File: config.mk
export PLATFORM = sky130hd
export DESIGN_NAME = alcce_exec
export DESIGN_NICKNAME = d
export VERILOG_FILES = /design/src/alcce_alu.v /design/src/alcce_decode.v /design/src/alcce_exec.v
export VERILOG_INCLUDE_DIRS = /design/src
export SDC_FILE = /design/constraint.sdc
export NUM_CORES = 1
export LEC_CHECK = 0
export BUFFER_PORTS_ARGS = -buffer_cell sky130_fd_sc_hd__buf_2
export CELL_PAD_IN_SITES_DETAIL_PLACEMENT = 0
export CELL_PAD_IN_SITES_GLOBAL_PLACEMENT = 1
export CORE_MARGIN = 8
export CORE_UTILIZATION = 46
export CTS_CLUSTER_DIAMETER = 150
export DETAILED_ROUTE_END_ITERATION = 10
export PLACE_DENSITY_LB_ADDON = 0.1
export SKIP_LAST_GASP = 1
export SLEW_MARGIN = 10
export SYNTH_ARGS = -nofsm -noshare
export SYNTH_HDL_FRONTEND = slang
export SYNTH_SLANG_ARGS = --single-unit
File: constraint.sdc
create_clock -name MCLK -period 9 [get_ports MCLK]
set_input_delay 0.45 -clock MCLK [delete_from_list [all_inputs] [get_ports MCLK]]
set_output_delay 0.45 -clock MCLK [all_outputs]
set_load 0.02 [all_outputs]
File: src/alcce_regs.vh
// Purpose: constants for the add/logic/call/carry execution block
// Assumes: 8-bit data, 8-bit register-file address, 16-bit program counter
// Notes: flag bit positions are a local choice; opcodes are as decoded by the core
`ifndef ALCCE_REGS_VH
`define ALCCE_REGS_VH
`define ALCCE_FLAGS_ADDR 8'hd5
`define ALCCE_FLAGS_RESET 8'h00
`define ALCCE_FLAG_C 7
`define ALCCE_FLAG_Z 6
`define ALCCE_FLAG_S 5
`define ALCCE_FLAG_V 4
`define ALCCE_STKP_ADDR 8'hd9
`define ALCCE_STKP_RESET 8'h00
`define ALCCE_OP_ADD 4'h0
`define ALCCE_OP_ADC 4'h1
`define ALCCE_OP_AND 4'h5
`define ALCCE_OPC_CALL_DIR 8'hf6
`define ALCCE_OPC_CALL_IRR 8'hf4
`define ALCCE_OPC_RETURN 8'haf
`define ALCCE_OPC_CTOG 8'hef
`define ALCCE_CYC_RR 4'h4
`define ALCCE_CYC_6 4'h6
`define ALCCE_CYC_CALL_IRR 4'hc
`define ALCCE_CYC_CALL_DIR 4'he
`define ALCCE_CYC_RETURN 4'h8
`endif

File: src/alcce_alu.v
// Purpose: 8-bit add, add-with-carry and and, with flag results
// Assumes: sel 0 add, 1 adc, 2 and
// Notes: purely combinational
`timescale 1ns/10ps
module alcce_alu (
	input wire [1:0] sel,
	input wire [7:0] dst,
	input wire [7:0] src,
	input wire carry_in,
	input wire [3:0] flags_in,
	output reg [7:0] result,
	output reg [3:0] flags_out
);
	reg [8:0] sum;
	// flags_out packs c,z,s,v from high to low
	always @* begin
		sum = {1'b0, dst} + {1'b0, src} + {8'h00, (sel == 2'd1) & carry_in};
		result = sum[7:0];
		flags_out = flags_in;
		if (sel == 2'd2) begin
			result = dst & src;
			flags_out = {flags_in[3], (result == 8'h00), result[7], 1'b0};
		end else begin
			flags_out = {sum[8], (result == 8'h00), result[7],
				(dst[7] == src[7]) & (result[7] != dst[7])};
		end
	end
endmodule // alcce_alu

File: src/alcce_decode.v
// Purpose: opcode decode into operation, source mode, byte length and cycles
// Assumes: opcode byte valid while decode is used
// Notes: unknown opcodes flag illegal and write nothing, but still run four cycles and step pc by one
`timescale 1ns/10ps
`include "alcce_regs.vh"
module alcce_decode (
	input wire [7:0] opcode,
	output reg legal,
	output reg [1:0] alu_sel,
	output reg [2:0] mode,
	output reg [1:0] length,
	output reg [3:0] cycles,
	output reg is_call,
	output reg is_return,
	output reg is_ctog
);
	// mode: 0 rr, 1 r-indirect, 2 RR, 3 R-indirect, 4 imm
	always @* begin
		legal = 1'b0;
		alu_sel = 2'd0;
		mode = 3'd0;
		length = 2'd1;
		cycles = `ALCCE_CYC_RR;
		is_call = 1'b0;
		is_return = 1'b0;
		is_ctog = 1'b0;
		if ((opcode[7:4] == `ALCCE_OP_ADD || opcode[7:4] == `ALCCE_OP_ADC || opcode[7:4] == `ALCCE_OP_AND)
			&& opcode[3:0] >= 4'h2 && opcode[3:0] <= 4'h6) begin
			legal = 1'b1;
			alu_sel = (opcode[7:4] == `ALCCE_OP_ADD) ? 2'd0 : (opcode[7:4] == `ALCCE_OP_ADC) ? 2'd1 : 2'd2;
			mode = opcode[2:0] - 3'd2;
			length = (opcode[3:0] < 4'h4) ? 2'd2 : 2'd3;
			cycles = (opcode[3:0] == 4'h2) ? `ALCCE_CYC_RR : `ALCCE_CYC_6;
		end else begin
			case (opcode)
				`ALCCE_OPC_CALL_DIR: begin
					legal = 1'b1;
					is_call = 1'b1;
					length = 2'd3;
					cycles = `ALCCE_CYC_CALL_DIR;
				end
				`ALCCE_OPC_CALL_IRR: begin
					legal = 1'b1;
					is_call = 1'b1;
					length = 2'd2;
					cycles = `ALCCE_CYC_CALL_IRR;
				end
				`ALCCE_OPC_RETURN: begin
					legal = 1'b1;
					is_return = 1'b1;
					cycles = `ALCCE_CYC_RETURN;
				end
				`ALCCE_OPC_CTOG: begin
					legal = 1'b1;
					is_ctog = 1'b1;
				end
				default: begin
					legal = 1'b0;
				end
			endcase
		end
	end
endmodule // alcce_decode

File: src/alcce_exec.v
// Purpose: executes add, adc, and, call, return and complement-carry
// Assumes: register file and stack answer reads combinationally in the same cycle
// Notes: operands and instruction bytes are given with START; DONE pulses at end
// Function
// - adc adds source and carry into destination
// - add sums destination and source, no carry
// - source location never written by alu ops
// - carry set on carry out of bit 7
// - zero and sign follow the 8-bit result
// - overflow on same-sign operands, opposite result
// - and is bitwise and into destination
// - and keeps carry, clears overflow, sets z,s
// - return address is next instruction address
// - push low byte then high byte, predecrementing
// - after push, program counter takes target
// - call leaves all flags alone
// - return pops address into program counter
// - complement-carry inverts only carry
// - flags register lives at address d5
`timescale 1ns/10ps
`include "alcce_regs.vh"
module alcce_exec (
	input wire MCLK,
	input wire RST_N,
	input wire START,
	input wire [7:0] OPCODE,
	input wire [7:0] BYTE1,
	input wire [7:0] BYTE2,
	input wire [15:0] PC_IN,
	output reg [15:0] PC_OUT,
	output reg PC_LOAD,
	output reg BUSY,
	output reg DONE,
	output reg ILLEGAL,
	output reg [3:0] CYCLES,
	output reg [7:0] RF_ADDR,
	input wire [7:0] RF_RDATA,
	output reg [7:0] RF_WADDR,
	output reg [7:0] RF_WDATA,
	output reg RF_WE,
	input wire [7:0] REG_ADDR,
	input wire [7:0] REG_WDATA,
	input wire REG_WR,
	input wire REG_RD,
	output reg [7:0] REG_RDATA
);
	localparam S_IDLE = 3'd0;
	localparam S_IND = 3'd1;
	localparam S_SRC = 3'd2;
	localparam S_DST = 3'd3;
	localparam S_PUSH = 3'd4;
	localparam S_POP = 3'd5;
	localparam S_WAIT = 3'd6;

	reg [2:0] state_reg, state_next;
	reg [7:0] flags_reg, flags_next;
	reg [7:0] stkp_reg, stkp_next;
	reg [7:0] op_reg, op_next;
	reg [7:0] b1_reg, b1_next;
	reg [7:0] b2_reg, b2_next;
	reg [7:0] src_reg, src_next;
	reg [7:0] daddr_reg, daddr_next;
	reg [15:0] radr_reg, radr_next;
	reg [15:0] tgt_reg, tgt_next;
	reg [1:0] step_reg, step_next;
	reg [3:0] cnt_reg, cnt_next;
	wire legal;
	wire [1:0] alu_sel;
	wire [2:0] mode;
	wire [1:0] length;
	wire [3:0] cycles;
	wire is_call, is_return, is_ctog;
	wire [7:0] alu_res;
	wire [3:0] alu_flags;
	wire [1:0] dmode_sel;
	wire [2:0] run_mode;
	wire [1:0] run_sel;

	alcce_decode u_dec (
		.opcode((START && state_reg == S_IDLE) ? OPCODE : op_reg), // a refused start must not disturb the running op
		.legal(legal),
		.alu_sel(alu_sel),
		.mode(mode),
		.length(length),
		.cycles(cycles),
		.is_call(is_call),
		.is_return(is_return),
		.is_ctog(is_ctog)
	);

	// destination is read directly in S_DST, src_reg holds the fetched source
	alcce_alu u_alu (
		.sel(alu_sel),
		.dst(RF_RDATA),
		.src(src_reg),
		.carry_in(flags_reg[`ALCCE_FLAG_C]),
		.flags_in({flags_reg[`ALCCE_FLAG_C], flags_reg[`ALCCE_FLAG_Z], flags_reg[`ALCCE_FLAG_S],
			flags_reg[`ALCCE_FLAG_V]}),
		.result(alu_res),
		.flags_out(alu_flags)
	);
	assign dmode_sel = alu_sel;
	assign run_mode = mode;
	assign run_sel = dmode_sel;

	// working-register form 0x (short 2-byte) carries dst in high nibble, src in low
	function [7:0] short_dst;
		input [7:0] b;
		short_dst = {4'h0, b[7:4]};
	endfunction
	function [7:0] short_src;
		input [7:0] b;
		short_src = {4'h0, b[3:0]};
	endfunction

	// sequencer: all memory and flag effects are computed here
	always @* begin
		state_next = state_reg;
		flags_next = flags_reg;
		stkp_next = stkp_reg;
		op_next = op_reg;
		b1_next = b1_reg;
		b2_next = b2_reg;
		src_next = src_reg;
		daddr_next = daddr_reg;
		radr_next = radr_reg;
		tgt_next = tgt_reg;
		step_next = step_reg;
		cnt_next = cnt_reg;
		RF_ADDR = 8'h00;
		RF_WADDR = 8'h00;
		RF_WDATA = 8'h00;
		RF_WE = 1'b0;
		case (state_reg)
			S_IDLE: begin
				if (START) begin
					op_next = OPCODE;
					b1_next = BYTE1;
					b2_next = BYTE2;
					cnt_next = cycles - 4'h1;
					radr_next = PC_IN + {14'h0000, length};
					tgt_next = {BYTE1, BYTE2};
					step_next = 2'd0;
					if (!legal) begin
						state_next = S_WAIT;
					end else if (is_ctog) begin
						flags_next[`ALCCE_FLAG_C] = ~flags_reg[`ALCCE_FLAG_C];
						state_next = S_WAIT;
					end else if (is_call) begin
						state_next = (OPCODE == `ALCCE_OPC_CALL_IRR) ? S_IND : S_PUSH;
					end else if (is_return) begin
						state_next = S_POP;
					end else begin
						state_next = (mode == 3'd1 || mode == 3'd3) ? S_IND : S_SRC;
					end
				end
			end
			S_IND: begin
				if (is_call) begin
					// pair target: even register high byte, next odd register low byte
					RF_ADDR = {b1_reg[7:1], step_reg[0]};
					if (step_reg == 2'd0) begin
						tgt_next[15:8] = RF_RDATA;
						step_next = 2'd1;
					end else begin
						tgt_next[7:0] = RF_RDATA;
						step_next = 2'd0;
						state_next = S_PUSH;
					end
				end else begin
					// fetch pointer from the named register, then the operand it points at
					RF_ADDR = (run_mode == 3'd1) ? short_src(b1_reg) : b1_reg;
					src_next = RF_RDATA;
					state_next = S_SRC;
				end
			end
			S_SRC: begin
				case (run_mode)
					3'd0: RF_ADDR = short_src(b1_reg);
					3'd1: RF_ADDR = src_reg;
					3'd2: RF_ADDR = b1_reg;
					3'd3: RF_ADDR = src_reg;
					default: RF_ADDR = 8'h00;
				endcase
				src_next = (run_mode == 3'd4) ? b2_reg : RF_RDATA;
				daddr_next = (run_mode < 3'd2) ? short_dst(b1_reg) : ((run_mode == 3'd4) ? b1_reg : b2_reg);
				state_next = S_DST;
			end
			S_DST: begin
				RF_ADDR = daddr_reg;
				RF_WADDR = daddr_reg;
				RF_WDATA = alu_res;
				RF_WE = 1'b1;
				flags_next[`ALCCE_FLAG_C] = alu_flags[3];
				flags_next[`ALCCE_FLAG_Z] = alu_flags[2];
				flags_next[`ALCCE_FLAG_S] = alu_flags[1];
				flags_next[`ALCCE_FLAG_V] = alu_flags[0];
				if (run_sel == 2'd3) begin
					flags_next = flags_reg;
				end
				state_next = S_WAIT;
			end
			S_PUSH: begin
				// flags untouched throughout the push
				RF_WADDR = stkp_reg - 8'h01;
				RF_WDATA = (step_reg == 2'd0) ? radr_reg[7:0] : radr_reg[15:8];
				RF_WE = 1'b1;
				stkp_next = stkp_reg - 8'h01;
				if (step_reg == 2'd0) begin
					step_next = 2'd1;
				end else begin
					state_next = S_WAIT;
				end
			end
			S_POP: begin
				// high byte sits on top, low byte below it
				RF_ADDR = stkp_reg;
				if (step_reg == 2'd0) begin
					tgt_next[15:8] = RF_RDATA;
					step_next = 2'd1;
				end else begin
					tgt_next[7:0] = RF_RDATA;
					state_next = S_WAIT;
				end
				stkp_next = stkp_reg + 8'h01;
			end
			S_WAIT: begin
				if (cnt_reg <= 4'h1) begin
					state_next = S_IDLE;
				end
			end
			default: state_next = S_IDLE;
		endcase
		if (state_reg != S_IDLE && cnt_reg != 4'h0) begin
			cnt_next = cnt_reg - 4'h1;
		end
		// software write to flags or stack pointer; hardware update in same cycle wins
		if (REG_WR && REG_ADDR == `ALCCE_FLAGS_ADDR && !(state_reg == S_DST || (START && is_ctog && state_reg == S_IDLE))) begin
			flags_next = REG_WDATA;
		end
		if (REG_WR && REG_ADDR == `ALCCE_STKP_ADDR && state_reg != S_PUSH && state_reg != S_POP) begin
			stkp_next = REG_WDATA;
		end
	end

	// state and outputs; a finished instruction pulses DONE for one cycle
	always @(posedge MCLK or negedge RST_N) begin
		if (!RST_N) begin
			state_reg <= S_IDLE;
			flags_reg <= `ALCCE_FLAGS_RESET;
			stkp_reg <= `ALCCE_STKP_RESET;
			op_reg <= 8'h00;
			b1_reg <= 8'h00;
			b2_reg <= 8'h00;
			src_reg <= 8'h00;
			daddr_reg <= 8'h00;
			radr_reg <= 16'h0000;
			tgt_reg <= 16'h0000;
			step_reg <= 2'd0;
			cnt_reg <= 4'h0;
			PC_OUT <= 16'h0000;
			PC_LOAD <= 1'b0;
			DONE <= 1'b0;
			ILLEGAL <= 1'b0;
			CYCLES <= 4'h0;
			REG_RDATA <= 8'h00;
		end else begin
			state_reg <= state_next;
			flags_reg <= flags_next;
			stkp_reg <= stkp_next;
			op_reg <= op_next;
			b1_reg <= b1_next;
			b2_reg <= b2_next;
			src_reg <= src_next;
			daddr_reg <= daddr_next;
			radr_reg <= radr_next;
			tgt_reg <= tgt_next;
			step_reg <= step_next;
			cnt_reg <= cnt_next;
			DONE <= (state_reg == S_WAIT) && (state_next == S_IDLE);
			PC_LOAD <= (state_reg == S_WAIT) && (state_next == S_IDLE) && (is_call || is_return);
			// new pc only moves at the end, so it stands until the next instruction ends
			if (state_reg == S_WAIT && state_next == S_IDLE) begin
				PC_OUT <= (is_call || is_return) ? tgt_reg : radr_reg;
			end
			if (START && state_reg == S_IDLE) begin
				ILLEGAL <= ~legal;
				CYCLES <= legal ? cycles : 4'h0;
			end
			if (REG_RD) begin
				REG_RDATA <= (REG_ADDR == `ALCCE_FLAGS_ADDR) ? flags_reg :
					((REG_ADDR == `ALCCE_STKP_ADDR) ? stkp_reg : 8'h00);
			end
		end
	end

	// busy while any instruction is in flight
	always @* begin
		BUSY = (state_reg != S_IDLE);
	end
endmodule // alcce_exec

==> insert_results.sql <==
INSERT INTO impl_metrics (metric_group, metric, value, unit) VALUES
('outcome', 'outcome', 'finished clean', ''),
('flow_run', 'cap_viol_max_count', '0', ''),
('sta', 'finalHoldViolCount', '0', ''),
('drt', 'via_count', '6896', ''),
('synth', 'most_instantiated_flip_flop_cell_in_the_synthesis_netlist', 'sky130_fd_sc_hd__dfrtp_1', ''),
('sta', 'clock.fmax', '0.201', 'GHz'),
('floorplanning', 'row_count', '46', ''),
('grt', 'grt_use_total', '0.242', ''),
('drt', 'avgRoutedWirePerCell', '20.7', 'µm'),
('layout', 'final_cells', '1183', ''),
('drt', 'avgViaCountPerCell', '5.83', ''),
('grt', 'first_global_vias', '6897', ''),
('layout', 'diodes', '0', ''),
('worst_setup_path', 'r2r_start', 'state_reg[2]', ''),
('grt', 'grt_first_pass_wirelength', '38.3', 'mm'),
('synth', 'ffs_w_async_s_r_synth', '1.00', ''),
('synth', 'number_of_flops_mapped_to_enable_cells_by_yosys', '0', ''),
('layout', 'summed_area_of_non_filler_cells_in_the_final_layout', '8850', 'µm²'),
('synth', 'synth.net_count', '946', ''),
('clock_network', 'cts.hold.buffers_added', '0', ''),
('place', 'dp.cells', '1152', ''),
('clock_network', 'cts-htree-levels', '4', ''),
('drt', 'drcViolationCount', '0', ''),
('sta', 'relSlewSlack', '0.370', ''),
('worst_setup_path', 'cp_max_fo', '47', ''),
('drt', 'wl_met1', '10.9', 'mm'),
('power', 'power', '3240', 'µW'),
('clock_network', 'tritoncts', 'yes', ''),
('layout', 'areaGrowthSynthToFinish', '17.5', '%'),
('sta', 'setup_tns', '0', 'ns'),
('sta', 'report.final.slew_viol_count', '0', ''),
('clock_network', 'clockRootBuffer', 'sky130_fd_sc_hd__clkbuf_16', ''),
('clock_network', 'cts.repair.resized', '0', ''),
('floorplanning', 'design.portCount', '126', ''),
('layout', 'post_route_cells_drive_above_1_share', '0.188', ''),
('clock_network', 'post-cts-setup-buffer-count', '0', ''),
('floorplanning', 'die_width', '144', 'µm'),
('clock_network', 'clock_latency', '0.42', 'ns'),
('synth', 'syn_inst', '858', ''),
('sta', 'fin_worst_skew', '0.00952', 'ns'),
('sta', 'setup_viol', '0', ''),
('power', 'power.leakage', '0.00410', 'µW'),
('sta', 'period_minus_slack', '4.98', 'ns'),
('floorplanning', 'die_height', '144', 'µm'),
('synth', 'synth_cell_types', '75', ''),
('drt', 'route.top_layer_used', 'met4', ''),
('worst_setup_path', 'reg2reg_slack', '4.63', 'ns'),
('synth', 'yosysSeqAreaShare', '0.419', ''),
('clock_network', 'worst_setup_hold_path_clk_slew', '0.06', 'ns'),
('synth', 'cell_types_occupying_the_most_area_after_synthesis', 'sky130_fd_sc_hd__dfrtp_1, sky130_fd_sc_hd__mux2i_1, sky130_fd_sc_hd__nand2_1, sky130_fd_sc_hd__a21oi_1, sky130_fd_sc_hd__nor2_1', ''),
('layout', 'final_util', '0.555', ''),
('place', 'io_buffers', '124', ''),
('place', 'placed_cell_area', '8250', 'µm²'),
('place', 'detailedPlacementHpwl', '19.0', 'mm'),
('sta', 'max_slew.worst_pin.slew', '0.937', 'ns'),
('hold_path', 'timing.hold.worst.class', 'in2async', ''),
('worst_setup_path', 'required', '8.55', 'ns'),
('synth', 'post-synth-top-area-cell', 'sky130_fd_sc_hd__dfrtp_1', ''),
('clock_network', 'total_clock_sinks', '126', ''),
('worst_setup_path', 'rr_worst_depth', '12', ''),
('worst_setup_path', 'type_of_destination_of_the_critical_path', 'output pin', ''),
('drt', 'dr.pass1.iters', '5', ''),
('drt', 'detail_route.wirelength', '24.5', 'mm'),
('sta', 'final_min_period_over_clock_period', '0.554', ''),
('drt', 'detailroute.wirelength.met2', '11.5', 'mm'),
('drt', 'detail_route.iter0.violations', '798', ''),
('worst_setup_path', 'timing_worst_setup_path_type', 'reg2out', ''),
('floorplanning', 'floorplan.initialDensity', '0.472', ''),
('synth', 'syn_area', '7530', 'µm²'),
('sta', 'rsz0062_at_grt', 'false', ''),
('synth', 'ys_seq_elements', '126', '');
[worst max-delay path by stage]
stage	startpoint	end	cells past startpoint
after floorplan	state_reg[2]	RF_WDATA[6]	16
after global placement	state_reg[0]	RF_WDATA[6]	15
after detailed placement	state_reg[0]	RF_WDATA[6]	15
after CTS	state_reg[0]	RF_WDATA[6]	15
after global routing	state_reg[0]	RF_WDATA[6]	15
final	state_reg[2]	RF_WDATA[6]	15
[per-layer routing]
| metal | GRT usage | vias to the layer above |
|---|---|---|
| met2 | 0.383 | 248 |
| met3 | 0.0508 | 33 |
| met5 | 0 | - |
| li1 | - | 3246 |
| met4 | 0.0769 | 0 |
| met1 | 0.325 | 3369 |
[stage by stage]
step                worst slack [ns]  hold WS (ns)
finish                          4.02        0.0784
floorplan                       5.14         0.154
CTS                             4.01         0.103
global placement                4.58         0.459
detailed placement              4.47         0.469
global route                    3.56         0.140
[cell usage in the layout, fill, tap and decap left out, types with 3 or more instances in the layout]
master                       netlist  layout
sky130_fd_sc_hd__nand2_1         144     144
sky130_fd_sc_hd__dfrtp_1         126     126
sky130_fd_sc_hd__buf_2             6     123
sky130_fd_sc_hd__nor2_1           74      74
sky130_fd_sc_hd__a21oi_1          56      56
sky130_fd_sc_hd__o21ai_0          55      55
sky130_fd_sc_hd__mux2i_1          54      54
sky130_fd_sc_hd__o22ai_1          40      40
sky130_fd_sc_hd__inv_1            25      25
sky130_fd_sc_hd__nand3_1          19      18
sky130_fd_sc_hd__xor2_1           17      17
sky130_fd_sc_hd__clkbuf_16         0      17
sky130_fd_sc_hd__ha_1             16      16
sky130_fd_sc_hd__xnor2_1          15      15
sky130_fd_sc_hd__nor3_1           14      14
sky130_fd_sc_hd__o21ai_1          11      11
sky130_fd_sc_hd__a22oi_1          10      10
sky130_fd_sc_hd__and3_1            8       8
sky130_fd_sc_hd__nand2b_1          7       7
sky130_fd_sc_hd__nand4_1           7       7
sky130_fd_sc_hd__a21o_1            7       7
sky130_fd_sc_hd__a221o_1           7       7
sky130_fd_sc_hd__nor2b_1           6       6
sky130_fd_sc_hd__a31oi_1           6       6
sky130_fd_sc_hd__buf_4             1       6
sky130_fd_sc_hd__mux2_2            5       5
sky130_fd_sc_hd__nor4_1            4       4
sky130_fd_sc_hd__and2_1            4       4
sky130_fd_sc_hd__a22o_1            4       4
sky130_fd_sc_hd__clkinvlp_4        0       4
sky130_fd_sc_hd__nand3b_1          3       3
sky130_fd_sc_hd__a21boi_0          3       3
sky130_fd_sc_hd__o31ai_1           3       3
sky130_fd_sc_hd__nand4b_1          3       3
sky130_fd_sc_hd__fa_1              3       3
sky130_fd_sc_hd__bufinv_16         0       3
[cell families after synthesis]
group,after synthesis,synth area share
buffers and inverters,76,0.0424
AOI/OAI and AO/OA,229,0.189
xor gates and xnor gates,32,0.0372
and+or+nand+nor,315,0.197
adders and majority gates,19,0.0346
other,1,0.000498
muxes,60,0.0812
DFF,126,0.419
[cells in the mapped netlist (4+ instances only)]
| master | number |
|---|---|
| sky130_fd_sc_hd__and3_1 | 8 |
| sky130_fd_sc_hd__nor4_1 | 4 |
| sky130_fd_sc_hd__ha_1 | 16 |
| sky130_fd_sc_hd__nand4_1 | 7 |
| sky130_fd_sc_hd__dfrtp_1 | 126 |
| sky130_fd_sc_hd__nand3_1 | 19 |
| sky130_fd_sc_hd__nor3_1 | 14 |
| sky130_fd_sc_hd__buf_2 | 6 |
| sky130_fd_sc_hd__o21ai_1 | 11 |
| sky130_fd_sc_hd__a221o_1 | 7 |
| sky130_fd_sc_hd__o22ai_1 | 40 |
| sky130_fd_sc_hd__nor2_1 | 74 |
| sky130_fd_sc_hd__a21oi_1 | 56 |
| sky130_fd_sc_hd__a21o_1 | 7 |
| sky130_fd_sc_hd__inv_1 | 25 |
| sky130_fd_sc_hd__mux2_2 | 5 |
| sky130_fd_sc_hd__xnor2_1 | 15 |
| sky130_fd_sc_hd__a22oi_1 | 10 |
| sky130_fd_sc_hd__xor2_1 | 17 |
| sky130_fd_sc_hd__nand2b_1 | 7 |
| sky130_fd_sc_hd__clkbuf_1 | 39 |
| sky130_fd_sc_hd__nand2_1 | 144 |
| sky130_fd_sc_hd__mux2i_1 | 54 |
| sky130_fd_sc_hd__a31oi_1 | 6 |
| sky130_fd_sc_hd__and2_1 | 4 |
| sky130_fd_sc_hd__nor2b_1 | 6 |
| sky130_fd_sc_hd__o21ai_0 | 55 |
| sky130_fd_sc_hd__a22o_1 | 4 |
[power breakdown]
| part | internal, µW | switching, µW | leakage (µW) |
|---|---|---|---|
| clock | 448 | 254 | 0.000281 |
| sequential | 804 | 298 | 0.00154 |
| combinational | 538 | 901 | 0.00227 |
[worst max-delay path, stage by stage (launching register included)]
cell and delay, ns:
sky130_fd_sc_hd__dfrtp_1 0.60, sky130_fd_sc_hd__nor4b_4 0.35, sky130_fd_sc_hd__buf_4 0.48, sky130_fd_sc_hd__mux2i_1 0.48, sky130_fd_sc_hd__nand4_1 0.15, sky130_fd_sc_hd__a21oi_1 0.19, sky130_fd_sc_hd__fa_1 0.21, sky130_fd_sc_hd__inv_1 0.05
sky130_fd_sc_hd__fa_1 0.39, sky130_fd_sc_hd__nand2b_1 0.18, sky130_fd_sc_hd__a21oi_1 0.18, sky130_fd_sc_hd__nor4_1 0.07, sky130_fd_sc_hd__nor3_1 0.23, sky130_fd_sc_hd__mux2i_1 0.12, sky130_fd_sc_hd__o22ai_1 0.21, sky130_fd_sc_hd__buf_2 0.22
[final cells by class]
cell class              count  area (µm²)
clock buffers              21         460
inverters                  25        93.8
multi-input cells         656        4070
well taps                 216         270
clock inverters            10         139
fillers                  1522        7090
flip-flops and latches    126        3150
repair buffers            129         661
No activity file was read; power rests on OpenSTA's default activity.
